$ cat config.mk
export PLATFORM = sky130hd
export DESIGN_NAME = lfs_fault_status
export DESIGN_NICKNAME = d
export VERILOG_FILES = /design/src/hdl/lfs_fault_status.v /design/src/hdl/lfs_sync.v /design/src/hdl/lfs_clk_monitor.v
export VERILOG_INCLUDE_DIRS = /design/src /design/src/hdl
export SDC_FILE = /design/constraint.sdc
export NUM_CORES = 1
export LEC_CHECK = 0
export BUFFER_PORTS_ARGS = -buffer_cell sky130_fd_sc_hd__buf_2
export CORE_MARGIN = 10
export CORE_UTILIZATION = 47
export CTS_BUF_LIST = sky130_fd_sc_hd__clkbuf_2
export DETAILED_ROUTE_END_ITERATION = 10
export GPL_ROUTABILITY_DRIVEN = 0
export PLACE_DENSITY = 0.81
export SETUP_SLACK_MARGIN = 0.02
export SLEW_MARGIN = 20
export SYNTH_ARGS = -nofsm -noshare
export SYNTH_HDL_FRONTEND = slang
export SYNTH_SLANG_ARGS = --single-unit
$ cat constraint.sdc
create_clock -name ref_clk -period 1.38 [get_ports ref_clk]
set_input_delay 0.138 -clock ref_clk [delete_from_list [all_inputs] [get_ports ref_clk]]
set_output_delay 0.138 -clock ref_clk [all_outputs]
set_load 0.005 [all_outputs]
$ cat src/hdl/lfs_consts.vh
// Purpose: Shared constants of the LED fault status and mask block
// Assumes: Included by every design file of the block
// Notes:   Definitions only
`ifndef LFS_CONSTS_VH
`define LFS_CONSTS_VH

// ==========================================================================
// Register port
`define LFS_DATA_W        13
`define LFS_ADDR_W        8
`define LFS_ADDR_MASK     8'h04
`define LFS_ADDR_STAT     8'h05
`define LFS_ADDR_OPEN     8'h06
`define LFS_DATA_ZERO     13'h0000

// ==========================================================================
// Mask register layout
`define LFS_MASK_W        7
`define LFS_MASK_RST      7'h00
`define LFS_MSK_WARN      0
`define LFS_MSK_ACTION    1
`define LFS_MSK_PUMP      2
`define LFS_MSK_SHORT     3
`define LFS_MSK_OPEN      4
`define LFS_MSK_TRACE     5
`define LFS_MSK_SERIAL    6

// ==========================================================================
// General status layout
`define LFS_ST_WARN       0
`define LFS_ST_SHDN       1
`define LFS_ST_PUMP       2
`define LFS_ST_SHORT      3
`define LFS_ST_OPEN       4
`define LFS_ST_TRACE      5
`define LFS_ST_SERIAL     6
`define LFS_ST_EXTCLK     7
`define LFS_ST_GRADE      8
`define LFS_ST_CONFIG     9

// ==========================================================================
// Widths and reset values
`define LFS_DRV_N         12
`define LFS_DRV_ZERO      12'h000
`define LFS_SER_N         4
`define LFS_SER_ZERO      4'h0
`define LFS_GRADE_W       3
`define LFS_GRADE_RST     3'h0
`define LFS_SEL_W         2
`define LFS_SEL_EXT_BIT   1

// ==========================================================================
// Timing
`define LFS_CLK_PERIOD_NS 8
`define LFS_EXT_MAX_PER_NS 100000
`define LFS_MON_CNT_W     20
`define LFS_MON_CNT_ZERO  20'h0_0000
`define LFS_MON_CNT_ONE   20'h0_0001

`endif

$ cat src/hdl/lfs_fault_status.v
// Purpose: Fault status, masking and fault pin of the LED bypass matrix
// Assumes: Register strobes and event inputs are on ref_clk
// Notes:   Analog condition pins and the clock pin are synchronised here
//
// Notes on behaviour
// - Mask bit 6 gates serial error summary
// - Mask bit 5 gates open-trace summary
// - Mask bit 4 gates open-lamp summary
// - Mask bit 3 gates shorted-lamp summary
// - Mask bit 2 gates pump-not-ready flag
// - Shutdown closes switches, or opens if bit1
// - Mask bit 0 gates thermal warning
// - Any unmasked fault bit asserts fault pin
// - Bit 9 busy while configuration applies
// - Bit 8 high until grade readout done
// - Bit 7 flags slow selected external clock
// - Bit 6 is OR of serial errors
// - Bit 5 is OR of trace breaks
// - Bit 4 is OR of lamp opens
// - Bit 3 is OR of lamp shorts
// - Bit 2 mirrors charge pump not ready
// - Shutdown latches, read clears once gone
// - Warning latches, read clears once gone
// - Per-driver open flags latch, read clears
// - Serial error flags clear on read
// - Select codes 2 and 3 use clock pin
`timescale 1ns/100ps
`include "lfs_consts.vh"

module lfs_fault_status #(
    parameter EXT_MAX_PER_NS = `LFS_EXT_MAX_PER_NS
) (
    input  wire                     ref_clk,
    input  wire                     rst,
    input  wire [`LFS_ADDR_W-1:0]   reg_addr,
    input  wire                     reg_wr,
    input  wire                     reg_rd,
    input  wire [`LFS_DATA_W-1:0]   reg_wdata,
    output wire [`LFS_DATA_W-1:0]   reg_rdata,
    input  wire [`LFS_SER_N-1:0]    serial_err_event,
    input  wire                     serial_status_rd,
    output wire [`LFS_SER_N-1:0]    serial_err_flags,
    input  wire [`LFS_DRV_N-1:0]    per_driver_trace_break,
    input  wire [`LFS_DRV_N-1:0]    per_driver_lamp_shorted,
    input  wire [`LFS_DRV_N-1:0]    lamp_open_detect,
    input  wire                     pump_not_ready_pin,
    input  wire                     overtemp_shutdown_pin,
    input  wire                     overtemp_warning_pin,
    input  wire                     dimming_clk_pin,
    input  wire [`LFS_SEL_W-1:0]    clk_sel,
    input  wire                     general_config_write,
    input  wire                     config_applied,
    input  wire                     grade_done,
    input  wire [`LFS_GRADE_W-1:0]  grade_code_in,
    output wire [`LFS_GRADE_W-1:0]  rating_grade_code,
    output wire                     grade_read_pending,
    output wire                     config_pending,
    output wire                     switch_close_all,
    output wire                     switch_open_all,
    output wire                     fault_flag_n
);

    // ======================================================================
    // Timing
    localparam integer SLOW_CYCLES_RAW = EXT_MAX_PER_NS / `LFS_CLK_PERIOD_NS;
    localparam integer SLOW_CYCLES     = (SLOW_CYCLES_RAW < 1) ? 1 :
                                         SLOW_CYCLES_RAW;
    localparam [`LFS_MON_CNT_W-1:0] SLOW_LIMIT =
        SLOW_CYCLES[`LFS_MON_CNT_W-1:0];

    // ======================================================================
    // Declarations
    reg  [`LFS_MASK_W-1:0]  mask_reg;
    reg  [`LFS_DRV_N-1:0]   lamp_open_reg;
    reg  [`LFS_DRV_N-1:0]   lamp_open_next;
    reg  [`LFS_SER_N-1:0]   serial_err_reg;
    reg  [`LFS_SER_N-1:0]   serial_err_next;
    reg                     shdn_reg;
    reg                     shdn_next;
    reg                     warn_reg;
    reg                     warn_next;
    reg                     config_reg;
    reg                     grade_pend_reg;
    reg  [`LFS_GRADE_W-1:0] grade_reg;
    reg  [`LFS_DATA_W-1:0]  rdata_reg;
    reg  [`LFS_DATA_W-1:0]  rdata_next;
    reg                     fault_n_reg;
    reg                     close_reg;
    reg                     open_reg;
    reg  [`LFS_DATA_W-1:0]  status_word;
    reg  [`LFS_DATA_W-1:0]  mask_word;
    reg  [`LFS_DATA_W-1:0]  open_word;

    wire [2:0]              cond_sync;
    wire                    pump_nrdy;
    wire                    shdn_cond;
    wire                    warn_cond;
    wire                    clk_sync;
    wire                    ext_sel;
    wire                    ext_slow;
    wire                    mask_wr;
    wire                    stat_rd;
    wire                    open_rd;
    wire                    serial_sum;
    wire                    trace_sum;
    wire                    lamp_open_summary;
    wire                    lamp_shorted_summary;
    wire                    fault_any;

    wire mask_serial_error;
    wire mask_trace_break;
    wire mask_lamp_open;
    wire mask_lamp_shorted;
    wire mask_pump_not_ready;
    wire overtemp_switch_action;
    wire mask_overtemp_warning;

    // ======================================================================
    // Input synchronisers and clock monitor
    lfs_sync #(
        .W (3)
    ) u_cond_sync (
        .ref_clk (ref_clk),
        .rst     (rst),
        .d_in    ({pump_not_ready_pin, overtemp_shutdown_pin,
                   overtemp_warning_pin}),
        .q_out   (cond_sync)
    );

    assign pump_nrdy = cond_sync[2];
    assign shdn_cond = cond_sync[1];
    assign warn_cond = cond_sync[0];

    lfs_sync #(
        .W (1)
    ) u_clk_sync (
        .ref_clk (ref_clk),
        .rst     (rst),
        .d_in    (dimming_clk_pin),
        .q_out   (clk_sync)
    );

    assign ext_sel = clk_sel[`LFS_SEL_EXT_BIT];

    lfs_clk_monitor #(
        .LIMIT (SLOW_LIMIT)
    ) u_clk_mon (
        .ref_clk   (ref_clk),
        .rst       (rst),
        .enable    (ext_sel),
        .clk_level (clk_sync),
        .slow      (ext_slow)
    );

    // ======================================================================
    // Register strobes
    assign mask_wr = reg_wr & (reg_addr == `LFS_ADDR_MASK);
    assign stat_rd = reg_rd & (reg_addr == `LFS_ADDR_STAT);
    assign open_rd = reg_rd & (reg_addr == `LFS_ADDR_OPEN);

    // ======================================================================
    // Mask register fields
    assign mask_serial_error      = mask_reg[`LFS_MSK_SERIAL];
    assign mask_trace_break       = mask_reg[`LFS_MSK_TRACE];
    assign mask_lamp_open         = mask_reg[`LFS_MSK_OPEN];
    assign mask_lamp_shorted      = mask_reg[`LFS_MSK_SHORT];
    assign mask_pump_not_ready    = mask_reg[`LFS_MSK_PUMP];
    assign overtemp_switch_action = mask_reg[`LFS_MSK_ACTION];
    assign mask_overtemp_warning  = mask_reg[`LFS_MSK_WARN];

    always @(posedge ref_clk) begin
        if (rst) begin
            mask_reg <= `LFS_MASK_RST;
        end else if (mask_wr) begin
            mask_reg <= reg_wdata[`LFS_MASK_W-1:0];
        end
    end

    // ======================================================================
    // Sticky flags: a set in the clearing cycle wins
    always @* begin
        serial_err_next = serial_err_reg;
        if (serial_status_rd) begin
            serial_err_next = `LFS_SER_ZERO;
        end
        serial_err_next = serial_err_next | serial_err_event;

        lamp_open_next = lamp_open_reg;
        if (open_rd) begin
            lamp_open_next = `LFS_DRV_ZERO;
        end
        lamp_open_next = lamp_open_next | lamp_open_detect;

        shdn_next = shdn_reg | shdn_cond;
        if (stat_rd && !shdn_cond) begin
            shdn_next = 1'b0;
        end

        warn_next = warn_reg | warn_cond;
        if (stat_rd && !warn_cond) begin
            warn_next = 1'b0;
        end
    end

    always @(posedge ref_clk) begin
        if (rst) begin
            serial_err_reg <= `LFS_SER_ZERO;
            lamp_open_reg  <= `LFS_DRV_ZERO;
            shdn_reg       <= 1'b0;
            warn_reg       <= 1'b0;
        end else begin
            serial_err_reg <= serial_err_next;
            lamp_open_reg  <= lamp_open_next;
            shdn_reg       <= shdn_next;
            warn_reg       <= warn_next;
        end
    end

    // ======================================================================
    // Configuration busy and grade readout
    always @(posedge ref_clk) begin
        if (rst) begin
            config_reg     <= 1'b0;
            grade_pend_reg <= 1'b1;
            grade_reg      <= `LFS_GRADE_RST;
        end else begin
            if (general_config_write) begin
                config_reg <= 1'b1;
            end else if (config_applied) begin
                config_reg <= 1'b0;
            end
            if (grade_done) begin
                grade_pend_reg <= 1'b0;
                grade_reg      <= grade_code_in;
            end
        end
    end

    // ======================================================================
    // Summaries and status word
    assign serial_sum           = |serial_err_reg;
    assign trace_sum            = |per_driver_trace_break;
    assign lamp_open_summary    = |lamp_open_reg;
    assign lamp_shorted_summary = |per_driver_lamp_shorted;

    always @* begin
        status_word                = `LFS_DATA_ZERO;
        status_word[`LFS_ST_WARN]  = warn_reg;
        status_word[`LFS_ST_SHDN]  = shdn_reg;
        status_word[`LFS_ST_PUMP]  = pump_nrdy;
        status_word[`LFS_ST_SHORT] = lamp_shorted_summary;
        status_word[`LFS_ST_OPEN]  = lamp_open_summary;
        status_word[`LFS_ST_TRACE] = trace_sum;
        status_word[`LFS_ST_SERIAL] = serial_sum;
        status_word[`LFS_ST_EXTCLK] = ext_sel & ext_slow;
        status_word[`LFS_ST_GRADE] = grade_pend_reg;
        status_word[`LFS_ST_CONFIG] = config_reg;

        mask_word                  = `LFS_DATA_ZERO;
        mask_word[`LFS_MASK_W-1:0] = mask_reg;

        open_word                  = `LFS_DATA_ZERO;
        open_word[`LFS_DRV_N-1:0]  = lamp_open_reg;
    end

    // ======================================================================
    // Read data, captured before any clear takes effect
    always @* begin
        rdata_next = rdata_reg;
        if (reg_rd) begin
            case (reg_addr)
                `LFS_ADDR_MASK: begin
                    rdata_next = mask_word;
                end
                `LFS_ADDR_STAT: begin
                    rdata_next = status_word;
                end
                `LFS_ADDR_OPEN: begin
                    rdata_next = open_word;
                end
                default: begin
                    rdata_next = `LFS_DATA_ZERO;
                end
            endcase
        end
    end

    always @(posedge ref_clk) begin
        if (rst) begin
            rdata_reg <= `LFS_DATA_ZERO;
        end else begin
            rdata_reg <= rdata_next;
        end
    end

    // ======================================================================
    // Fault pin; busy and grade bits never take part
    assign fault_any =
        (serial_sum           & ~mask_serial_error)     |
        (trace_sum            & ~mask_trace_break)      |
        (lamp_open_summary    & ~mask_lamp_open)        |
        (lamp_shorted_summary & ~mask_lamp_shorted)     |
        (pump_nrdy            & ~mask_pump_not_ready)   |
        (warn_reg             & ~mask_overtemp_warning) |
        shdn_reg                                        |
        (ext_sel & ext_slow);

    always @(posedge ref_clk) begin
        if (rst) begin
            fault_n_reg <= 1'b1;
        end else begin
            fault_n_reg <= ~fault_any;
        end
    end

    // ======================================================================
    // Thermal shutdown switch action
    always @(posedge ref_clk) begin
        if (rst) begin
            close_reg <= 1'b0;
            open_reg  <= 1'b0;
        end else begin
            close_reg <= shdn_reg & ~overtemp_switch_action;
            open_reg  <= shdn_reg &  overtemp_switch_action;
        end
    end

    // ======================================================================
    // Outputs
    assign reg_rdata          = rdata_reg;
    assign serial_err_flags   = serial_err_reg;
    assign rating_grade_code  = grade_reg;
    assign grade_read_pending = grade_pend_reg;
    assign config_pending     = config_reg;
    assign switch_close_all   = close_reg;
    assign switch_open_all    = open_reg;
    assign fault_flag_n       = fault_n_reg;

endmodule // lfs_fault_status

$ cat src/hdl/lfs_sync.v
// Purpose: Three-stage input synchroniser with agreement filter
// Assumes: Inputs are asynchronous to ref_clk
// Notes:   Output changes once stages two and three agree
`timescale 1ns/100ps
`include "lfs_consts.vh"

module lfs_sync #(
    parameter W = 1
) (
    input  wire         ref_clk,
    input  wire         rst,
    input  wire [W-1:0] d_in,
    output wire [W-1:0] q_out
);

    genvar i;
    generate
        for (i = 0; i < W; i = i + 1) begin : g_bit
            reg s1_reg;
            reg s2_reg;
            reg s3_reg;
            reg q_reg;
            always @(posedge ref_clk) begin
                if (rst) begin
                    s1_reg <= 1'b0;
                    s2_reg <= 1'b0;
                    s3_reg <= 1'b0;
                    q_reg  <= 1'b0;
                end else begin
                    s1_reg <= d_in[i];
                    s2_reg <= s1_reg;
                    s3_reg <= s2_reg;
                    if (s2_reg == s3_reg) begin
                        q_reg <= s3_reg;
                    end
                end
            end
            assign q_out[i] = q_reg;
        end
    endgenerate

endmodule // lfs_sync

$ cat src/hdl/lfs_clk_monitor.v
// Purpose: Flags an external dimming clock slower than a limit
// Assumes: clk_level is already synchronised to ref_clk
// Notes:   Limit is a count of ref_clk cycles between rising edges
`timescale 1ns/100ps
`include "lfs_consts.vh"

module lfs_clk_monitor #(
    parameter [`LFS_MON_CNT_W-1:0] LIMIT = 20'h0_30D4
) (
    input  wire ref_clk,
    input  wire rst,
    input  wire enable,
    input  wire clk_level,
    output wire slow
);

    reg                      prev_reg;
    reg [`LFS_MON_CNT_W-1:0] cnt_reg;
    reg                      slow_reg;
    wire                     rise;

    assign rise = clk_level & ~prev_reg;

    always @(posedge ref_clk) begin
        if (rst) begin
            prev_reg <= 1'b0;
            cnt_reg  <= `LFS_MON_CNT_ZERO;
            slow_reg <= 1'b0;
        end else begin
            prev_reg <= clk_level;
            if (!enable) begin
                cnt_reg  <= `LFS_MON_CNT_ZERO;
                slow_reg <= 1'b0;
            end else if (rise) begin
                cnt_reg  <= `LFS_MON_CNT_ZERO;
                slow_reg <= (cnt_reg >= LIMIT);
            end else if (cnt_reg < LIMIT) begin
                cnt_reg  <= cnt_reg + `LFS_MON_CNT_ONE;
            end else begin
                slow_reg <= 1'b1;
            end
        end
    end

    assign slow = slow_reg;

endmodule // lfs_clk_monitor

# ---- After elaboration in Yosys (flattened, before gate mapping)
# Cells that the tools add are included.
dict set report op_classes {
  bitwise_logic 34
  n_lt_le_gt_ge 2
  n_reduce_logical 13
  eq_ne 8
  muxes 7
  addsub 1
}
# cell n
set op_table {}
lappend op_table {{$pmux W12 S3} 1}
lappend op_table {{$reduce_or A12 Y1} 3}
lappend op_table {{$eq A8 B3 Y1 const B} 3}
lappend op_table {{$add A20 B1 Y20 const B} 1}
lappend op_table {{$ge A20 B14 Y1 const B} 1}
lappend op_table {{$lt A20 B14 Y1 const B} 1}
lappend op_table {{$and A1 B1 Y1} 13}
lappend op_table {{$mux W12} 1}
lappend op_table {{$or A12 B12 Y12} 1}
lappend op_table {{$not A1 Y1} 10}
lappend op_table {{$or A1 B1 Y1} 9}
lappend op_table {{$reduce_or A2 Y1} 3}
lappend op_table {{$eq A1 B1 Y1} 4}
lappend op_table {{$mux W1} 4}
lappend op_table {{$mux W4} 1}
lappend op_table {{$or A4 B4 Y4} 1}
lappend op_table {{$reduce_or A4 Y1} 1}
lappend op_table {{$reduce_or A3 Y1} 1}
lappend op_table {{$logic_and A1 B1 Y1} 2}
lappend op_table {{$logic_not A1 Y1} 2}
lappend op_table {{$ne A2 B1 Y1 const B} 1}
lappend op_table {{$reduce_bool A2 Y1} 1}
dict set report word_totals {
  inputBits 78
  reg_bits 84
  out_inout_bits 25
  elab_cells 96
}

# ---- Longest topological paths before layout
# Gate-level depths: netlist (run 1).
dict set report logic_depth {
  depth_word 10
  depth_mapped 7
  depth_no_buf 5
}

# ---- By module
# Synthesis (run 1) repeated with hierarchy kept, for this count alone.
dict set report hier_totals {
  cells_unflattened 367
  hier_area_um2 3402.0
}
# mod area_each_um2 instances seq_area_each_um2 cells_each
set by_module_without_submodules {}
lappend by_module_without_submodules {lfs_fault_status 1838.0 1 900.9 209}
lappend by_module_without_submodules {lfs_clk_monitor 1041.0 1 440.4 114}
lappend by_module_without_submodules {{lfs_sync (u_cond_sync)} 410.4 1 240.2 34}
lappend by_module_without_submodules {{lfs_sync (u_clk_sync)} 112.6 1 80.1 10}

# ---- Worst setup path before layout (run 1)
# No wires, ideal clock.
dict set report synth_timing {
  path_type {register to register}
  from {register u_clk_mon.cnt_reg[3]}
  to {register u_clk_mon.cnt_reg[7]}
  period_less_slack_ns 1.474
  t_arrival_ns 1.346
  t_required_ns 1.252
  slack_ns -0.094
  stages_incl_launch_ff 8
  setup_ns 0.128
  n_path_buf 2
  path_cell_list {dfxtp_1 -> clkbuf_1 -> o21ai_0 -> a21oi_1 -> buf_2 -> nor4_2 -> xnor2_1 -> nor2_1}
}
dict set report synth_via {
  elab_chain_len 1
  word_cells_on_any_way 2
  classes_between {1 x add/sub; 1 x order compare}
}
# item line_no
set synth_rtl {}
lappend synth_rtl {{start, declared} lfs_clk_monitor.v:18} ;# reg [`LFS_MON_CNT_W-1:0] cnt_reg;
lappend synth_rtl {{start signal, assigned} lfs_clk_monitor.v:27} ;# cnt_reg <= `LFS_MON_CNT_ZERO;
lappend synth_rtl {{start signal, assigned} lfs_clk_monitor.v:32} ;# cnt_reg <= `LFS_MON_CNT_ZERO;
lappend synth_rtl {{start signal, assigned} lfs_clk_monitor.v:35} ;# cnt_reg <= `LFS_MON_CNT_ZERO;
lappend synth_rtl {{$add A20 B1 Y20 (no source line) or $lt A20 B14 Y1 (tied branches)} n/a}
# Parallel ways exist; a longest one is shown, timed or not.
# A chain may end at the register's enable or synchronous reset.

# ---- Worst setup path after layout (run 1)
dict set report layout_timing {
  from {register u_clk_mon.cnt_reg[11]}
  to {register u_clk_mon.cnt_reg[11]}
}
# The elaborated chain is that of the path after synthesis.

==> impl_metrics.tcl, run 1 <==
set metrics [dict create \
    synth_largest_area_cell "dfxtp_1" \
    antenna_found_initial 1 \
    ys_warn_count 0 \
    yosys.area_share.simple_pct 24.76 \
    nNetsFinal 602 \
    tightest_slew_ns 0.5454 \
    yosysSeqAreaShare_pct 50.75 \
    max_stage_delay_ns 0.38 \
    cp.arrival_ns 2.02 \
    p_sw_share_pct 25.85 \
    io_pins 103 \
    p_per_area_mw_per_mm2 842.8 \
    path_class "flip-flop to flip-flop" \
    max_freq_mhz 630.9 \
    critical_path.startpoint_type "flip-flop" \
    finClkSkew_ns 0.02074 \
    grt_usage_pct 18.18 \
    cts-htree-levels 3 \
    cp.buffers_inverters 1 \
    wl_per_cell_um 15.36 \
    hold_viol 0 \
    drtPass1Iterations 5 \
    p_seq_share_pct 63.1 \
    setup_viol 15 \
    vias 3213 \
    cpMostUsedCell "nor4_4" \
    num-fill-cells 510 \
    slowest_stage "dfxtp_2" \
    crit_path_end_kind "flip-flop" \
    overflow 0 \
    cts.clk_slew.worst_paths_ns 0.22 \
    p_leak_nw 2.054 \
    status "finished with violations" \
    clock-sinks 83 \
    die_y_um 103.5 \
    dp_hpwl_mm 6.648 \
    switchingPower_w 0.001028 \
    synth_mux_area_share_pct 5.350 \
    start_util_pct 48.20 \
    clk_latency_ns 0.52 \
    root_buffer "clkbuf_2" \
    ir_drop_v 0.0006807 \
    cp_top_family "simple AND/OR/NAND/NOR gates" \
    synthTopCellsByCount "83 x dfxtp_1, 58 x nor2_1, 36 x a21oi_1, 19 x nand2_1, 15 x nor2b_1" \
    post-route-util_pct 69.45 \
    netlist_instances 353 \
    cts_setup_buffers 0 \
    synth_top_family_by_area "simple AND/OR/NAND/NOR gates" \
    synth_compound_area_share_pct 12.07 \
    min_period_over_period_pct 114.9 \
    instances_no_fill 624 \
    synth_xor_area_share_pct 2.675 \
    routed_wl_mm 9.584 \
    violations "negative setup slack" \
    synth_fp_nets 433 \
    hold_path.class "input pin to flip-flop" \
    grt_pass1_vias 3269 \
    via_per_inst 5.149 \
    cts_tree "built" \
    placed_cells 563 \
    clock_path_buffers 2 \
    synth_area_mm2 0.003274 \
    ys_types 42 \
    io_buffers 94 \
    synth_seq_cells 83 \
    grt_max_degree 62 \
    drive_above_1_share_pct 33.21 \
    power_w 0.003977 \
    synth.avg_cell_area_um2 9.276 \
    crit_fanout 5 \
    post-route-min-period_ns 1.585 \
    core_mm2 0.006794 \
    grt_pass1_wl_mm 15.35 \
    cts_buffers 9 \
    max-slew-margin-rel_pct 63.48 \
    crit_path_cell_trace "nor4_4 -> o211ai_1 -> buf_6 -> nor4_4 -> xnor2_1 -> nor2_1" \
    ys.flop_type "dfxtp_1" \
    rsz0062_at_grt "true" \
    internal_power_w 0.002949 \
    drc 0 \
    largest_reg_flops 20 \
    area_growth_pct 44.10 \
    synthArstFlopShare_pct 0 \
    pwr-share-comb_pct 11.0 \
    drv_cap 0 \
    die-area_mm2 0.01071 \
    synth_area_leaders "dfxtp_1 51%, nor2_1 6.6%, a21oi_1 5.5%" \
    post-synth-top-count-cell "dfxtp_1" \
    std_cell_rows 30 \
    power.clock.fraction_pct 25.9 \
    maxSlewViolCount 0 \
    die_w_um 103.5 \
    yosys.area_share.adder_pct 0.7642 \
    drtIter0Drc 191 \
    worstPathRequired_ns 1.81 \
    setup_ws_ns -0.2051 \
    synth_edf_count 0 \
    ant_nets 0 \
    synthDominantCellAreaShare_pct 50.75 \
]
-- power groups by stage --
stage          Sequential, W  Clock (W)  Combinational [W]
3_5_place_dp         0.00255          0           0.000326
6_report             0.00251    0.00103           0.000439
4_1_cts              0.00250    0.00106           0.000427
3_3_place_gp         0.00255          0           0.000316
5_1_grt              0.00252    0.00116           0.000481
2_1_floorplan        0.00254          0           0.000139
-- final timing paths --
check / slack [ns] / to / cells past startpoint / from
setup / recovery: -0.21 / u_clk_mon.cnt_reg[11]$_SDFFE_PP0N_ / 6 / u_clk_mon.cnt_reg[11]$_SDFFE_PP0N_
setup reg to reg: -0.21 / u_clk_mon.cnt_reg[11]$_SDFFE_PP0N_ / 6 / u_clk_mon.cnt_reg[11]$_SDFFE_PP0N_
hold reg to reg: 0.46 / u_cond_sync.g_bit[1].s2_reg$_SDFF_PP0_ / 1 / u_cond_sync.g_bit[1].s1_reg$_SDFF_PP0_
hold / removal: 0.14 / fault_flag_n$_SDFF_PP1_ / 5 / per_driver_lamp_shorted[11]
-- per-stage QoR --
step	cell area, um2	hold slack, ns	worst slack, ns	TNS, ns
2_1_floorplan	3341	0.2554	-0.07018	-0.4182
3_3_place_gp	4151	0.3401	-0.1207	-1.635
3_5_place_dp	4151	0.3482	-0.2335	-3.155
4_1_cts	4688	0.09453	-0.1853	-2.011
5_1_grt	4718	0.09971	-0.2774	-3.248
6_report	4718	0.1351	-0.2051	-2.128
-- tightest hold or removal path: stages --
cell and delay (ns):
buf_2 0.08, nor4_1 0.03, and3_1 0.16, o22ai_1 0.12, o21bai_1 0.09
-- area by class of cell --
type                       instances  area [um2]  share of cell area (%)
sequential                        83        1665                   35.30
multi-input combinational        244        1595                   33.81
timing repair buffer             176        1222                   25.91
tap                               96       120.1                   2.546
clock buffer                      10       50.05                   1.061
clock inverter                     6       32.53                  0.6895
inverter                           8       30.03                  0.6364
antenna                            1       2.502                 0.05304
-- kinds of logic (layout without fill, tap and decap cells) --
| kind of cell | after synthesis | count (layout) |
|---|---|---|
| compound gates | 66 | 66 |
| buf+inv | 26 | 200 |
| simple gates | 148 | 148 |
| fa+ha+maj | 2 | 2 |
| other cells | 1 | 2 |
| mux | 17 | 17 |
| flops | 83 | 83 |
| xor+xnor | 10 | 10 |
-- repair_timing --
action	in CTS	in global routing
hold endpoints to repair	34	0
cloned	1	0
endpoints found under the setup margin	15	16
hold buffers	43	0
resized for setup	4	7
pin swaps	3	7
-- cell usage in the layout (no fill, tap or decap), drive strengths merged, types with 10 or more instances in the layout --
master         n
a21oi         36
buf          133
clkbuf        10
dfxtp         83
dlygate4sd3   43
mux2i         13
nand2         19
nor2          58
nor2b         15
nor4          19
xnor2         10
-- routing by layer --
metal  wire length (um)  up-vias  GRT usage [%]  part of all wire (%)
met5                  0        -              0                     0
met4                145        0          5.668                   1.5
met3                888       21          7.442                   9.3
met2               4837      125          31.77                    50
met1               3712     1502          19.59                    39
li1                   -     1565              -                     -
No activity file was read; power rests on OpenSTA's default activity.
==> run 2: changes to the inputs <==
CORE_UTILIZATION = 48   (was 47)
PLACE_DENSITY = 0.82   (was 0.81)
SYNTH_HIERARCHICAL = 1   (was default)
==> run 2 against run 1 <==
The run still ends with negative setup slack left. Fmax decreased by 1.7%. Die area is 1.4% higher. Design area increased by 8.4%. Critical path depth unchanged. Sequential share of layout area decreased by 2.6 points. Clock skew increased by 0.018 ns. Area after synthesis rose by 3.9%. Routed wire length up 28%. Power grew 9.6%. Largest cell class is now multi-input gates. Highest routed layer unchanged.
==> impl_metrics.tcl, run 2 <==
set metrics [dict create \
    die-area_mm2 0.01085 \
    drv_cap 0 \
    die_w_um 104.2 \
    layout_commonest_cell "buf_2" \
    netlist_instances 367 \
    synthArstFlopShare_pct 0 \
    min_path_cells 4 \
    synth.avg_cell_area_um2 9.270 \
    grt_usage_pct 21.47 \
    cts_tree "built" \
    slowest_stage "dfxtp_2" \
    crit_path_cell_trace "nand4b_1 -> o211ai_4 -> a21oi_4 -> buf_6 -> and3_4 -> o21a_1" \
    largest_reg_flops 20 \
    synth_largest_area_cell "dfxtp_1" \
    hold_path.class "input pin to flip-flop" \
    cts-htree-levels 3 \
    ys_types 46 \
    tns_ns -2.450 \
    antenna_found_initial 4 \
    finClkSkew_ns 0.03890 \
    grt_pass1_wl_mm 19.01 \
    io_pins 103 \
    status "finished with violations" \
    wl_per_cell_um 18.59 \
    routed_wl_mm 12.31 \
    ir_drop_v 0.0006267 \
    cts_buffers 9 \
    final_cell_mix "94 x buf_2, 74 x dfxtp_1, 57 x dlygate4sd3_1, 50 x nor2_1, 38 x buf_4" \
    max_freq_mhz 620.2 \
    grt_pass1_vias 3781 \
    clock_path_buffers 2 \
    crit_path_end_kind "flip-flop" \
    hold_viol 0 \
    io_buffers 94 \
    crit_fanout 7 \
    grt_max_degree 27 \
    cts.clk_slew.worst_paths_ns 0.25 \
    synth_seq_cells 83 \
    max_stage_delay_ns 0.38 \
    drtIter0Drc 283 \
    start_util_pct 49.80 \
    worstRegToRegCells 6 \
    ys.flop_type "dfxtp_1" \
    post-route-min-period_ns 1.612 \
    synth_fp_nets 447 \
    rsz0062_at_grt "true" \
    drc 0 \
    synthTopCellsByCount "83 x dfxtp_1, 50 x nor2_1, 33 x a21oi_1, 24 x nand2_1, 16 x mux2i_1" \
    yosysSeqAreaShare_pct 48.84 \
    max-slew-margin-rel_pct 66.71 \
    area_growth_pct 50.31 \
    setup_ws_ns -0.2324 \
    vias 3644 \
    drive_above_1_share_pct 36.19 \
    synth_edf_count 0 \
    ant_nets 0 \
    via_per_inst 5.505 \
    post-synth-top-count-cell "dfxtp_1" \
    clock-sinks 83 \
    synth_area_mm2 0.003402 \
    core_mm2 0.006832 \
    dp_hpwl_mm 6.946 \
    tightest_slew_ns 0.4947 \
    clk_latency_ns 0.54 \
    cp.arrival_ns 2.09 \
    post-route-util_pct 74.85 \
    worstPathRequired_ns 1.86 \
    root_buffer "clkbuf_2" \
    setup_viol 16 \
    nNetsFinal 636 \
    synth_area_leaders "dfxtp_1 49%, nor2_1 5.5%, a21oi_1 4.9%" \
    ys_warn_count 6 \
    overflow 0 \
    violations "negative setup slack" \
    die_y_um 104.2 \
    critical_path.startpoint_type "flip-flop" \
    maxSlewViolCount 0 \
    p_leak_nw 2.145 \
    std_cell_rows 30 \
    drtPass1Iterations 5 \
    min_period_over_period_pct 116.8 \
    p_per_area_mw_per_mm2 852.7 \
    path_class "flip-flop to flip-flop" \
    synthDominantCellAreaShare_pct 48.84 \
]
run 2: changes by cell type in the layout (fill, tap and decap cells not counted), moves of 6 or more:
cell | before | now
dlygate4sd3_1 | 43 | 57
nand2b_1 | 4 | 13
nor2b_1 | 15 | 7
nand3_1 | 6 | 13
nor2_1 | 57 | 50
dfxtp_1 | 80 | 74
dfxtp_2 | 3 | 9
nor2b_2 | 0 | 6
run 2: timing repair:
action,4_1_cts,5_1_grt
pin swaps,12,7
hold endpoints to repair,35,0
hold buffers,57,0
setup buffers,4,1
resized for setup,12,22
endpoints found under the setup margin,16,19
run 2: critical path, delay by kind of cell, from the launching register on:
kind,cells,cell delay [ns]
AO/OA/AOI/OAI,3,0.61
buffers and inverters,1,0.15
flip-flops,1,0.38
AND/OR/NAND/NOR,2,0.41
run 2: cells by family after synthesis:
group / after synthesis / share of synthesized area (%)
fa+ha+maj: 2 / 0.7354
other cells: 1 / 0.1102
buf+inv: 26 / 3.641
flops: 83 / 48.84
compound gates: 73 / 14.49
mux: 19 / 5.700
simple gates: 157 / 24.94
xor+xnor: 6 / 1.545
run 2: path summary, 6_finish.rpt:
kind                                            end  slack [ns]                              startpoint
max              u_clk_mon/cnt_reg[12]$_SDFFE_PP0N_       -0.23       u_clk_mon/cnt_reg[5]$_SDFFE_PP0N_
min                       reg_rdata[6]$_SDFFE_PP0P_        0.02                                  reg_rd
max reg2reg      u_clk_mon/cnt_reg[12]$_SDFFE_PP0N_       -0.23       u_clk_mon/cnt_reg[5]$_SDFFE_PP0N_
min reg2reg  u_cond_sync/g_bit[2].s2_reg$_SDFF_PP0_        0.44  u_cond_sync/g_bit[2].s1_reg$_SDFF_PP0_
run 2: area by class of cell:
class	instances	area, um2
clock buffer	11	55.05
sequential	83	1673
clock inverter	5	53.80
tap	96	120.1
inverter	8	30.03
timing repair buffer	196	1414
antenna	5	12.51
multi-input combinational	258	1755
fill	446	1718
run 2: metrics by stage:
stage	cell area, um2	hold WS (ns)	setup slack [ns]	power [W]	std cells
6_report	5114	0.01533	-0.2324	0.004360	662
5_1_grt	5111	0.02144	-0.3168	0.004507	661
4_1_cts	4992	0.001187	-0.1476	0.004252	656
3_5_place_dp	4214	0.3483	-0.2098	0.002913	579
3_3_place_gp	4214	0.3412	-0.1642	0.002900	579
2_1_floorplan	3410	0.2071	-0.1383	0.002717	367
run 2: routing by layer:
metal	part of all wire [%]	track usage [%]	vias to the layer above
li1	-	-	1665
met1	36	21.78	1690
met2	51	38.87	210
met3	6.6	5.514	79
met4	6.6	12.33	0
met5	0	0	-
run 2: where the power goes:
group | switching, W | total, W | internal [W]
logic | 0.000239 | 0.000547 | 0.000307
registers | 0.0000561 | 0.00252 | 0.00247
clock network | 0.000868 | 0.00129 | 0.000423
total | 0.00116 | 0.00436 | 0.00320
